### src/hw/uart_regs.vh
/*
 Register offsets, field positions, reset values and bit timing counts for
 the asynchronous serial channel. Assumes an 8-bit register port with a
 4-bit word address and a single peripheral clock.
*/
// What this block does
// Sync-select bit at 0 runs the channel in start/stop framed mode.
// Character-length bit at 0 gives eight data bits per frame.
// Parity-on bit at 0: no parity sent, none checked.
// Stop-length bit at 0 sends exactly one stop bit per character.
// Multidrop bit at 0: plain frames, no ID flag, no filtering.
// Bit-order bit at 0 shifts data least-significant bit first.
// Data-invert bit at 0 passes data without inversion.
// Smart-card select at 0 gives ordinary serial interface mode.
// Half-sampling bit at 0 makes one bit sixteen base-clock cycles.
// Noise-filter bit at 0 bypasses the digital noise filter.
// Clock-source field 00 uses the internal baud generator; clock pin free.
// Software clears enables in the control register before configuring.
// Control register reads back cleared only once the clear took effect.
// Status flags set by events regardless of interrupt enables, for polling.
// Software waits one bit period after setting bit rate before enabling; the bench does so once, later enabling at once and waiting after.
// Either eight or sixteen base-clock cycles per bit are selectable.
// Channel leaves reset halted; configurable only after halt is released.
// Baud generator divides prescaled clock by divisor plus one.
// Receiver finds falling start edge, samples mid-bit, flags low stop.
// Overrun raised when a character completes before the previous is read.
`ifndef UART_REGS_VH
`define UART_REGS_VH

`define ADDR_MODE 4'h0
`define ADDR_DIVISOR 4'h1
`define ADDR_CONTROL 4'h2
`define ADDR_TX_DATA 4'h3
`define ADDR_STATUS 4'h4
`define ADDR_RX_DATA 4'h5
`define ADDR_SMARTCARD 4'h6
`define ADDR_EXTENDED 4'h7
`define ADDR_HALT 4'h8

`define MODE_PRESCALE_LO 0
`define MODE_PRESCALE_HI 1
`define MODE_MULTIDROP 2
`define MODE_TWO_STOP 3
`define MODE_ODD_PARITY 4
`define MODE_PARITY_ON 5
`define MODE_CHAR_SEVEN 6
`define MODE_SYNC_SELECT 7

`define CTRL_SRC_LO 0
`define CTRL_SRC_HI 1
`define CTRL_DONE_IRQ 2
`define CTRL_RX_ON 4
`define CTRL_TX_ON 5
`define CTRL_RX_IRQ 6
`define CTRL_TX_IRQ 7

`define SCM_SMARTCARD_SEL 0
`define SCM_INVERT 2
`define SCM_MSB_FIRST 3

`define EXT_HALF_SAMPLING 4
`define EXT_NOISE_FILTER 5

`define STAT_RX_FULL 0
`define STAT_TX_EMPTY 1
`define STAT_TX_END 2
`define STAT_OVERRUN 3
`define STAT_FRAMING 4
`define STAT_PARITY 5

`define MODE_RST 8'h00
`define CTRL_RST 8'h00
`define SCM_RST 8'h00
`define EXT_RST 8'h00
`define DIVISOR_RST 8'hff
`define STATUS_RST 6'h06
`define HALT_RST 1'b1

`define OVS_FULL_LAST 4'hf
`define OVS_FULL_MID 4'h7
`define OVS_HALF_LAST 4'h7
`define OVS_HALF_MID 4'h3

`define PRESCALE_1 6'h00
`define PRESCALE_4 6'h03
`define PRESCALE_16 6'h0f
`define PRESCALE_64 6'h3f

`endif

### src/hw/baud_gen.v
/*
 Base-clock tick generator for the serial channel: a power-of-four
 prescaler followed by a divisor counter. Assumes the divisor and prescale
 select are held steady while the generator is enabled.
*/
`include "uart_regs.vh"

module baud_gen #(
  parameter DIV_W = 8
) (
  input wire clk_i,
  input wire rst_b_i,
  input wire enable_i,
  input wire [1:0] prescale_sel_i,
  input wire [DIV_W-1:0] divisor_i,
  output reg tick_o
);

  reg [5:0] pre_cnt;
  reg [DIV_W-1:0] div_cnt;
  wire [5:0] pre_last;

  assign pre_last = (prescale_sel_i == 2'b00) ? `PRESCALE_1 :
                    (prescale_sel_i == 2'b01) ? `PRESCALE_4 :
                    (prescale_sel_i == 2'b10) ? `PRESCALE_16 : `PRESCALE_64;

  // Counters restart from zero on enable, so the first bit after enabling is full length.
  always @(posedge clk_i or negedge rst_b_i) begin
    if (!rst_b_i) begin
      pre_cnt <= 6'h00;
      div_cnt <= {DIV_W{1'b0}};
      tick_o <= 1'b0;
    end else if (!enable_i) begin
      pre_cnt <= 6'h00;
      div_cnt <= {DIV_W{1'b0}};
      tick_o <= 1'b0;
    end else begin
      tick_o <= 1'b0;
      if (pre_cnt >= pre_last) begin
        pre_cnt <= 6'h00;
        if (div_cnt >= divisor_i) begin
          div_cnt <= {DIV_W{1'b0}};
          tick_o <= 1'b1;
        end else begin
          div_cnt <= div_cnt + 1'b1;
        end
      end else begin
        pre_cnt <= pre_cnt + 1'b1;
      end
    end
  end

endmodule

### src/hw/uart_async_core.v
/*
 Asynchronous serial transmitter and receiver with mode, control,
 smart-card-mode, extended-mode, divisor, data, status and halt registers.
 Assumes a register master on the same clock and a remote peer whose
 receive line arrives unsynchronised on rxd_i.
*/
// The register addresses and the plain strobed port were left to the implementer.
`include "uart_regs.vh"

module uart_async_core (
  input wire clk_i,
  input wire rst_b_i,
  input wire [3:0] addr_i,
  input wire [7:0] wdata_i,
  input wire wr_i,
  input wire rd_i,
  output reg [7:0] rdata_o,
  input wire rxd_i,
  output reg txd_o,
  output reg sck_gpio_free_o
);

  localparam S_IDLE = 3'd0;
  localparam S_START = 3'd1;
  localparam S_DATA = 3'd2;
  localparam S_PAR = 3'd3;
  localparam S_STOP = 3'd4;

  reg [7:0] serial_mode_reg;
  reg [7:0] bit_rate_divisor;
  reg [7:0] serial_control_reg;
  reg [7:0] smartcard_mode_reg;
  reg [7:0] extended_mode_reg;
  reg module_halt_bit;
  reg [7:0] tx_data;
  reg [7:0] rx_data;
  reg [5:0] status;

  // Line synchroniser and optional noise filter.
  reg rx_s1;
  reg rx_s2;
  reg rx_s3;
  reg rx_sync;
  reg [2:0] nf_sh;
  reg nf_out;
  reg line_prev;

  reg [2:0] rx_state;
  reg [3:0] rx_cnt;
  reg [2:0] rx_idx;
  reg [7:0] rx_sh;
  reg rx_par;
  reg rx_perr;
  reg rx_done;
  reg rx_fer_evt;
  reg rx_per_evt;
  reg [7:0] rx_word;

  reg [2:0] tx_state;
  reg [3:0] tx_cnt;
  reg [2:0] tx_idx;
  reg [7:0] tx_sh;
  reg tx_par;
  reg tx_stop_n;
  reg tx_load;
  reg tx_fin;

  wire tick;
  wire wr_ok;
  wire active;
  wire rx_run;
  wire tx_run;
  wire line;
  wire half;
  wire [3:0] ovs_last;
  wire [3:0] ovs_mid;
  wire [2:0] last_bit;
  wire msb_first;
  wire invert;
  wire parity_on;
  wire odd;
  wire [7:0] char_mask;
  wire [2:0] tx_next_pos;

  // Maps the running bit count onto the data register bit it carries.
  function [2:0] bit_pos;
    input [2:0] idx;
    input [2:0] last;
    input msb;
    begin
      bit_pos = msb ? (last - idx) : idx;
    end
  endfunction

  // Only the halt register is writable while the channel is halted.
  assign wr_ok = wr_i && (!module_halt_bit || addr_i == `ADDR_HALT);
  // Sync, multidrop and smart-card modes are not built; the channel idles in them.
  assign active = !module_halt_bit && !serial_mode_reg[`MODE_SYNC_SELECT]
                  && !serial_mode_reg[`MODE_MULTIDROP]
                  && !smartcard_mode_reg[`SCM_SMARTCARD_SEL];
  assign rx_run = active && serial_control_reg[`CTRL_RX_ON];
  assign tx_run = active && serial_control_reg[`CTRL_TX_ON];
  assign half = extended_mode_reg[`EXT_HALF_SAMPLING];
  assign ovs_last = half ? `OVS_HALF_LAST : `OVS_FULL_LAST;
  assign ovs_mid = half ? `OVS_HALF_MID : `OVS_FULL_MID;
  assign last_bit = serial_mode_reg[`MODE_CHAR_SEVEN] ? 3'd6 : 3'd7;
  assign char_mask = serial_mode_reg[`MODE_CHAR_SEVEN] ? 8'h7f : 8'hff;
  assign msb_first = smartcard_mode_reg[`SCM_MSB_FIRST];
  assign invert = smartcard_mode_reg[`SCM_INVERT];
  assign parity_on = serial_mode_reg[`MODE_PARITY_ON];
  assign odd = serial_mode_reg[`MODE_ODD_PARITY];
  assign line = extended_mode_reg[`EXT_NOISE_FILTER] ? nf_out : rx_sync;
  assign tx_next_pos = bit_pos(tx_idx + 3'd1, last_bit, msb_first);

  // The internal generator is the bit clock for every clock-source setting.
  baud_gen #(
    .DIV_W(8)
  ) u_baud (
    .clk_i(clk_i),
    .rst_b_i(rst_b_i),
    .enable_i(rx_run || tx_run),
    .prescale_sel_i({serial_mode_reg[`MODE_PRESCALE_HI], serial_mode_reg[`MODE_PRESCALE_LO]}),
    .divisor_i(bit_rate_divisor),
    .tick_o(tick)
  );

  always @(posedge clk_i or negedge rst_b_i) begin
    if (!rst_b_i) begin
      rx_s1 <= 1'b1;
      rx_s2 <= 1'b1;
      rx_s3 <= 1'b1;
      rx_sync <= 1'b1;
      nf_sh <= 3'b111;
      nf_out <= 1'b1;
      line_prev <= 1'b1;
    end else begin
      rx_s1 <= rxd_i;
      rx_s2 <= rx_s1;
      rx_s3 <= rx_s2;
      if (rx_s2 == rx_s3) begin
        rx_sync <= rx_s3;
      end
      nf_sh <= {nf_sh[1:0], rx_sync};
      if (nf_sh == 3'b111 || nf_sh == 3'b000) begin
        nf_out <= nf_sh[0];
      end
      line_prev <= line;
    end
  end

  // Register file, status flags and read port.
  always @(posedge clk_i or negedge rst_b_i) begin
    if (!rst_b_i) begin
      serial_mode_reg <= `MODE_RST;
      bit_rate_divisor <= `DIVISOR_RST;
      serial_control_reg <= `CTRL_RST;
      smartcard_mode_reg <= `SCM_RST;
      extended_mode_reg <= `EXT_RST;
      module_halt_bit <= `HALT_RST;
      tx_data <= 8'h00;
      rx_data <= 8'h00;
      status <= `STATUS_RST;
      rdata_o <= 8'h00;
      sck_gpio_free_o <= 1'b1;
    end else begin
      if (wr_ok) begin
        case (addr_i)
          `ADDR_MODE: serial_mode_reg <= wdata_i;
          `ADDR_DIVISOR: bit_rate_divisor <= wdata_i;
          `ADDR_CONTROL: serial_control_reg <= wdata_i;
          `ADDR_TX_DATA: tx_data <= wdata_i;
          `ADDR_SMARTCARD: smartcard_mode_reg <= wdata_i;
          `ADDR_EXTENDED: extended_mode_reg <= wdata_i;
          `ADDR_HALT: module_halt_bit <= wdata_i[0];
          default: ;
        endcase
      end
      // Flags set on events whatever the interrupt enables hold; set beats clear.
      status[`STAT_RX_FULL] <= (rx_done && !status[`STAT_RX_FULL]) ||
        (status[`STAT_RX_FULL] && !(rd_i && addr_i == `ADDR_RX_DATA && !module_halt_bit)
         && !(wr_ok && addr_i == `ADDR_STATUS && wdata_i[`STAT_RX_FULL]));
      status[`STAT_TX_EMPTY] <= tx_load || !tx_run ||
        (status[`STAT_TX_EMPTY] && !(wr_ok && addr_i == `ADDR_TX_DATA));
      status[`STAT_TX_END] <= tx_fin ||
        (status[`STAT_TX_END] && !(wr_ok && addr_i == `ADDR_TX_DATA));
      status[`STAT_OVERRUN] <= (rx_done && status[`STAT_RX_FULL]) ||
        (status[`STAT_OVERRUN] && !(wr_ok && addr_i == `ADDR_STATUS
                                    && wdata_i[`STAT_OVERRUN]));
      status[`STAT_FRAMING] <= (rx_done && rx_fer_evt) ||
        (status[`STAT_FRAMING] && !(wr_ok && addr_i == `ADDR_STATUS
                                    && wdata_i[`STAT_FRAMING]));
      status[`STAT_PARITY] <= (rx_done && rx_per_evt) ||
        (status[`STAT_PARITY] && !(wr_ok && addr_i == `ADDR_STATUS
                                   && wdata_i[`STAT_PARITY]));
      // An unread character is kept; the newer one is dropped on overrun.
      if (rx_done && !status[`STAT_RX_FULL]) begin
        rx_data <= rx_word;
      end
      sck_gpio_free_o <= (serial_control_reg[`CTRL_SRC_HI:`CTRL_SRC_LO] == 2'b00);
      if (rd_i) begin
        case (addr_i)
          `ADDR_MODE: rdata_o <= serial_mode_reg;
          `ADDR_DIVISOR: rdata_o <= bit_rate_divisor;
          // Reads the stored value, so a clear is seen only after it has landed.
          `ADDR_CONTROL: rdata_o <= serial_control_reg;
          `ADDR_TX_DATA: rdata_o <= tx_data;
          `ADDR_STATUS: rdata_o <= {2'b00, status};
          `ADDR_RX_DATA: rdata_o <= rx_data;
          `ADDR_SMARTCARD: rdata_o <= smartcard_mode_reg;
          `ADDR_EXTENDED: rdata_o <= extended_mode_reg;
          `ADDR_HALT: rdata_o <= {7'h00, module_halt_bit};
          default: rdata_o <= 8'h00;
        endcase
      end else begin
        rdata_o <= 8'h00;
      end
    end
  end

  // Receiver.
  always @(posedge clk_i or negedge rst_b_i) begin
    if (!rst_b_i) begin
      rx_state <= S_IDLE;
      rx_cnt <= 4'h0;
      rx_idx <= 3'd0;
      rx_sh <= 8'h00;
      rx_par <= 1'b0;
      rx_perr <= 1'b0;
      rx_done <= 1'b0;
      rx_fer_evt <= 1'b0;
      rx_per_evt <= 1'b0;
      rx_word <= 8'h00;
    end else if (!rx_run) begin
      rx_state <= S_IDLE;
      rx_cnt <= 4'h0;
      rx_done <= 1'b0;
    end else begin
      rx_done <= 1'b0;
      case (rx_state)
        S_IDLE: begin
          if (line_prev && !line) begin
            rx_state <= S_START;
            rx_cnt <= 4'h0;
          end
        end
        S_START: begin
          if (tick) begin
            if (rx_cnt == ovs_mid) begin
              // A start that is high again at mid-bit is a glitch.
              rx_state <= line ? S_IDLE : S_DATA;
              rx_cnt <= 4'h0;
              rx_idx <= 3'd0;
              rx_sh <= 8'h00;
              rx_par <= 1'b0;
              rx_perr <= 1'b0;
            end else begin
              rx_cnt <= rx_cnt + 4'h1;
            end
          end
        end
        S_DATA: begin
          if (tick) begin
            if (rx_cnt == ovs_last) begin
              rx_cnt <= 4'h0;
              rx_sh[bit_pos(rx_idx, last_bit, msb_first)] <= line;
              rx_par <= rx_par ^ line;
              if (rx_idx == last_bit) begin
                rx_state <= parity_on ? S_PAR : S_STOP;
              end else begin
                rx_idx <= rx_idx + 3'd1;
              end
            end else begin
              rx_cnt <= rx_cnt + 4'h1;
            end
          end
        end
        S_PAR: begin
          if (tick) begin
            if (rx_cnt == ovs_last) begin
              rx_cnt <= 4'h0;
              rx_perr <= rx_par ^ line ^ odd;
              rx_state <= S_STOP;
            end else begin
              rx_cnt <= rx_cnt + 4'h1;
            end
          end
        end
        S_STOP: begin
          if (tick) begin
            if (rx_cnt == ovs_last) begin
              rx_cnt <= 4'h0;
              rx_done <= 1'b1;
              rx_fer_evt <= !line;
              rx_per_evt <= rx_perr;
              rx_word <= (invert ? ~rx_sh : rx_sh) & char_mask;
              rx_state <= S_IDLE;
            end else begin
              rx_cnt <= rx_cnt + 4'h1;
            end
          end
        end
        default: rx_state <= S_IDLE;
      endcase
    end
  end

  // Transmitter.
  always @(posedge clk_i or negedge rst_b_i) begin
    if (!rst_b_i) begin
      tx_state <= S_IDLE;
      tx_cnt <= 4'h0;
      tx_idx <= 3'd0;
      tx_sh <= 8'h00;
      tx_par <= 1'b0;
      tx_stop_n <= 1'b0;
      tx_load <= 1'b0;
      tx_fin <= 1'b0;
      txd_o <= 1'b1;
    end else if (!tx_run) begin
      tx_state <= S_IDLE;
      tx_cnt <= 4'h0;
      tx_load <= 1'b0;
      tx_fin <= 1'b0;
      txd_o <= 1'b1;
    end else begin
      tx_load <= 1'b0;
      tx_fin <= 1'b0;
      case (tx_state)
        S_IDLE: begin
          txd_o <= 1'b1;
          // Starting only on a tick keeps the start bit a full bit period at any divisor.
          if (tick && !status[`STAT_TX_EMPTY] && !tx_load) begin
            tx_load <= 1'b1;
            tx_sh <= invert ? ~tx_data : tx_data;
            tx_state <= S_START;
            tx_cnt <= 4'h0;
            txd_o <= 1'b0;
          end
        end
        S_START: begin
          if (tick) begin
            if (tx_cnt == ovs_last) begin
              tx_cnt <= 4'h0;
              tx_idx <= 3'd0;
              txd_o <= tx_sh[bit_pos(3'd0, last_bit, msb_first)];
              tx_par <= tx_sh[bit_pos(3'd0, last_bit, msb_first)];
              tx_state <= S_DATA;
            end else begin
              tx_cnt <= tx_cnt + 4'h1;
            end
          end
        end
        S_DATA: begin
          if (tick) begin
            if (tx_cnt == ovs_last) begin
              tx_cnt <= 4'h0;
              if (tx_idx == last_bit) begin
                tx_stop_n <= 1'b0;
                if (parity_on) begin
                  txd_o <= tx_par ^ odd;
                  tx_state <= S_PAR;
                end else begin
                  txd_o <= 1'b1;
                  tx_state <= S_STOP;
                end
              end else begin
                tx_idx <= tx_idx + 3'd1;
                txd_o <= tx_sh[tx_next_pos];
                tx_par <= tx_par ^ tx_sh[tx_next_pos];
              end
            end else begin
              tx_cnt <= tx_cnt + 4'h1;
            end
          end
        end
        S_PAR: begin
          if (tick) begin
            if (tx_cnt == ovs_last) begin
              tx_cnt <= 4'h0;
              txd_o <= 1'b1;
              tx_state <= S_STOP;
            end else begin
              tx_cnt <= tx_cnt + 4'h1;
            end
          end
        end
        S_STOP: begin
          if (tick) begin
            if (tx_cnt == ovs_last) begin
              tx_cnt <= 4'h0;
              if (serial_mode_reg[`MODE_TWO_STOP] && !tx_stop_n) begin
                tx_stop_n <= 1'b1;
              end else if (!status[`STAT_TX_EMPTY]) begin
                tx_load <= 1'b1;
                tx_sh <= invert ? ~tx_data : tx_data;
                tx_state <= S_START;
                txd_o <= 1'b0;
              end else begin
                tx_fin <= 1'b1;
                tx_state <= S_IDLE;
              end
            end else begin
              tx_cnt <= tx_cnt + 4'h1;
            end
          end
        end
        default: tx_state <= S_IDLE;
      endcase
    end
  end

endmodule

### config.mk
export PLATFORM = sky130hd
export DESIGN_NAME = uart_async_core
export DESIGN_NICKNAME = d
export VERILOG_FILES = /design/src/hw/baud_gen.v /design/src/hw/uart_async_core.v
export VERILOG_INCLUDE_DIRS = /design/src /design/src/hw
export SDC_FILE = /design/constraint.sdc
export NUM_CORES = 1
export LEC_CHECK = 0
export BUFFER_PORTS_ARGS = -buffer_cell sky130_fd_sc_hd__buf_2
export CELL_PAD_IN_SITES_DETAIL_PLACEMENT = 1
export CELL_PAD_IN_SITES_GLOBAL_PLACEMENT = 2
export CORE_MARGIN = 2
export CORE_UTILIZATION = 30
export DETAILED_ROUTE_END_ITERATION = 12
export PLACE_DENSITY = 0.61
export REMOVE_ABC_BUFFERS = 1
export SYNTH_ARGS = -nofsm -noshare
export SYNTH_HDL_FRONTEND = slang
export SYNTH_SLANG_ARGS = --single-unit
### constraint.sdc
create_clock -name clk_i -period 6.92 [get_ports clk_i]
set_clock_uncertainty 0.2 [all_clocks]
set_input_delay 0.692 -clock clk_i [delete_from_list [all_inputs] [get_ports clk_i]]
set_output_delay 0.692 -clock clk_i [all_outputs]
set_load 0.01 [all_outputs]
# Word-level counts from Yosys, hierarchy flattened
# Index checks and enable logic that the tools add are counted.
classes:
  n_addsub: 8
  n_lt_le_gt_ge: 6
  eq_ne: 72
  n_mux: 144
  bitwise: 7
  reduce_logical: 88
ops:
  columns: ["operator", "count"]
  rows:
  - ["8-bit two-way mux", 16]
  - ["3-bit two-way mux", 38]
  - ["8-bit case mux with 9 select lines", 1]
  - ["1-bit two-way mux", 54]
  - ["4-bit two-way mux", 11]
  - ["3-bit != test (second input constant)", 14]
  - ["3-bit by 2-bit != test with 1-bit output (second input constant)", 11]
  - ["8-bit case mux with 2 select lines", 2]
  - ["1-bit logical AND", 30]
  - ["6-bit two-way mux", 5]
  - ["3-bit case mux with 5 select lines", 2]
  - ["2-bit != test (second input constant)", 14]
  - ["11-bit AND reduction", 2]
  - ["7-bit AND reduction", 3]
  - ["4-bit by 3-bit == test with 1-bit output (second input constant)", 4]
  - ["1-bit zero test", 16]
  - ["8-bit inverter", 2]
  - ["2-bit AND reduction", 7]
  - ["3-bit by 2-bit == test with 1-bit output (second input constant)", 4]
  - ["3-bit by 4-bit < comparator with 1-bit output (second input constant)", 3]
  - ["2-bit by 1-bit != test with 1-bit output (second input constant)", 6]
  - ["3-bit case mux with 2 select lines", 2]
  - ["4-bit case mux with 3 select lines", 1]
  - ["6-bit AND reduction", 2]
  - ["other kinds (41)", 75]
totals:
  reg_bits: 150
  in_bits: 17

# Depth between registers and ports, before layout
logic_depth:
  ltp_word: 11
  depth_mapped: 9
  ltp_nobuf: 9

# Modules after synthesis
# A second synthesis with hierarchy kept.
unflattened:
  cells_unflattened: 754
  hier_area_um2: 8035.2
by_module_without_submodules:
  columns: ["module", "instances", "cells_per_inst", "area_each_um2"]
  rows:
  - ["uart_async_core", 1, 640, 6959.2]
  - ["baud_gen", 1, 114, 1076.0]

# Least setup slack after synthesis
# No wires, ideal clock.
synth_timing:
  kind: "flip-flop to flip-flop"
  from: "register serial_mode_reg[1]"
  to: "register u_baud.div_cnt[1]"
  setup_time_ps: 83
  arrival_ps: 2150
  required_ps: 6637
  slack_ps: 4488
  stages_incl_launch_ff: 9
  period_less_slack_ps: 2432
  cell_sequence: "dfrtp_1 > or2_2 > ha_1 > nand2b_1 > a211oi_1 > o21bai_1 > a311o_1 > clkbuf_1 > o22ai_1"
synth_between:
  elab_chain_len: 6
  word_cells_on_any_way: 8
  cone_classes: "order compare (1); eq/ne (3); mux (3); reduce/logical (1)"
synth_rtl:
  columns: ["element", "line_no", "rtl"]
  rows:
  - ["start: declaration", "uart_async_core.v:29", "reg [7:0] serial_mode_reg;"]
  - ["start signal: assignment", "uart_async_core.v:154", "serial_mode_reg <= `MODE_RST;"]
  - ["start signal: assignment", "uart_async_core.v:168", "`ADDR_MODE: serial_mode_reg <= wdata_i;"]
  - ["2-bit == test", "baud_gen.v:25", "(prescale_sel_i == 2'b10) ? `PRESCALE_16 : `PRESCALE_64;"]
  - ["6-bit two-way mux (no source line) (2 in a row)", null, null]
  - ["6-bit two-way mux (no source line) *", null, null]
  - ["6-bit >= comparator *", "baud_gen.v:39", "if (pre_cnt >= pre_last) begin"]
  - ["2-bit != test (no source line) *", null, null]
  - ["end signal: assignment", "baud_gen.v:35", "div_cnt <= {DIV_W{1'b0}};"]
  - ["end signal: assignment", "baud_gen.v:42", "div_cnt <= {DIV_W{1'b0}};"]
  - ["end signal: assignment", "baud_gen.v:45", "div_cnt <= div_cnt + 1'b1;"]
  - ["end: declaration", "baud_gen.v:20", "reg [DIV_W-1:0] div_cnt;"]
# Mark *: on every way between the ends. The rest lies on a longest branch, timed or not.
# A chain may end at the register's enable or synchronous reset.

# Worst setup path in the final report
layout_timing:
  from: "register serial_mode_reg[1]"
  to: "register u_baud.div_cnt[3]"
# Same word-level chain as after synthesis.

==> flow_summary.ini <==
[run_status]
outcome = finished, final reports clean

[sta]
report.final.setup_viol = 0
setup_ws_ns = 4.15
slew_headroom = 0.300
max_freq_mhz = 361
hold_ws_ns = 0.108
finalHoldViolations = 0
timing.final.crit_period_ns = 2.77
setup_tns_ns = 0
report.final.slew_viol_count = 0
final.period_utilization = 0.400
rsz0062_at_grt = false
worstMarginPinSlew_ns = 1.04

[cts]
numCtsBuffers = 17
postCtsHoldBufs = 0
tritoncts = built
clkLatencyLatePin_ns = 0.43
htree_levels = 4
post_cts_buffers = 0
cts-resized-gates = 0
cts-root-buf = clkbuf_16
clockBufferDepth = 2
cts.sinks = 150
clkTransAtPathRegs_ns = 0.08

[synthesis]
syn_area_um2 = 8070
ys_ff_latch = 150
synth-main-ff-cell = dfrtp_1
synth.distinct_cells = 72
yosysWarnings = 0
synth_edf_count = 0
post_synth.cell_area_avg_um2 = 10.3
synthCells = 786
async_reset_ff_frac = 1.00
ys_seq_area_frac = 0.469

[final_layout]
diodes = 0
final_common_cell = dfrtp_1
area_growth_pct = 12.3
drive_gt1_frac = 0.205
final_nets = 839
stdcell_count = 1152
fin_area_um2 = 9060
mostFrequentLayoutCells = dfrtp_1, mux2_2, o21ai_0

[placement]
dp_cells = 1120
place_area_um2 = 8460
gp_congestion = 0.801
hpwl_mm = 16.2
numPortBuffers = 26
post-place-ws_ns = 4.03

[die]
die_y_um = 168
start_util = 0.303
io_pins = 27
core_um2 = 26700
die_w_um = 168
rows = 60
die_area_um2 = 28200

[global_route]
antenna_found_initial = 0
grt_pass1_wl_mm = 37.6
gr-total-overflow = 0
grt_pass1_vias = 6555
grt_max_degree = 82
grt_use_total = 0.170

[critical_path]
crit_slowest_cell = a311o_1
startpoint_type = register
cp.arrival_ns = 2.93
cp_max_fo = 14
worst_ep_required_time_ns = 7.08
path_delay_family = compound AO/OA/AOI/OAI gates
worstPathCellList = or2_2 > ha_1 > nand2b_1 > a211oi_1 > o21bai_1 > a311o_1 > a21boi_0 > o22ai_1
cpPeakStageDelay_ns = 0.56
path_buf_inv = 0
path_class = register to register
end_kind = register

[min_path]
hp-class = input port to async pin

[drt]
firstDrtPassIters = 4
ant_nets = 0
vias = 6006
drt_iter0_drc = 318
drt-total-wl_mm = 22.8
routed_via_density = 5.21
drc = 0
wire_per_inst_um = 19.8

[job]
maxCapViolCount = 0

[pwr]
p_per_area_nw_per_um2 = 268
p_leak_nw = 3.86
ir_drop_mv = 0.121
[worst paths after layout]
kind                                                     endpoint  cells after the start  slack [ns]                           start
worst max-delay path                u_baud.div_cnt[3]$_DFFE_PN0P_                      8        4.15  serial_mode_reg[1]$_DFFE_PN0P_
worst min-delay path                        rx_cnt[3]$_DFFE_PN0P_                      1        0.11                         rst_b_i
worst max register to register      u_baud.div_cnt[3]$_DFFE_PN0P_                      8        4.15  serial_mode_reg[1]$_DFFE_PN0P_
worst min register to register                    rx_s2$_DFF_PN1_                      0        0.16                 rx_s1$_DFF_PN1_
max in group asynchronous       serial_control_reg[4]$_DFFE_PN0P_                      2        4.97                         rst_b_i
min in group clk_i                                rx_s1$_DFF_PN1_                      1        0.15                           rxd_i
[cell type report]
| class | count | area, um^2 |
|---|---|---|
| Tap cell | 341 | 427 |
| Fill cell | 2964 | 17600 |
| Clock inverter | 15 | 175 |
| Clock buffer | 17 | 425 |
| Multi-Input combinational cell | 567 | 3970 |
| Sequential cell | 150 | 3780 |
| Timing Repair Buffer | 27 | 144 |
| Inverter | 35 | 131 |
[cell families after synthesis]
group                      count (synthesis)  share of synthesized area
adders and majority gates                 25                     0.0385
and+or+nand+nor                          231                      0.147
AOI/OAI and AO/OA                        186                      0.146
xor gates and xnor gates                  33                     0.0358
DFF                                      150                      0.469
muxes                                     92                      0.125
buffers and inverters                     69                     0.0388
[stage by stage]
step	power, mW	util
floorplan	1.33	-
global route	2.56	0.340
CTS	2.47	0.340
finish	2.43	0.340
detailed placement	1.50	0.317
global placement	1.48	0.317
[per-layer routing]
layer	vias up	track usage	wire length [um]
li1	2846	-	-
met1	3064	0.241	11200
met2	79	0.273	10700
met3	17	0.0263	597
met4	0	0.0435	271
met5	-	0	0
[power by group]
part	internal, mW	switching (mW)	total (mW)
sequential	0.975	0.117	1.09
clock	0.491	0.457	0.949
combinational	0.181	0.208	0.389
[Yosys cell counts (6+ instances only)]
cell,count,area share
dfrtp_1,128,0.40
mux2_2,73,0.10
o21ai_0,71,0.044
nand2_1,67,0.031
nor2_1,47,0.022
inv_1,34,0.016
nand3_1,30,0.019
a21oi_1,29,0.018
ha_1,24,0.037
clkbuf_1,22,0.010
dfstp_2,22,0.072
xnor2_1,20,0.022
mux2i_1,19,0.024
nor3_1,16,0.0099
nand2b_1,13,0.010
nor2b_1,13,0.010
xor2_1,13,0.014
a22o_1,9,0.0098
a31oi_1,9,0.0070
nand3b_1,8,0.0074
o22ai_1,8,0.0062
a21o_1,6,0.0056
o211ai_1,6,0.0056
(Power assumes the default switching activity.)
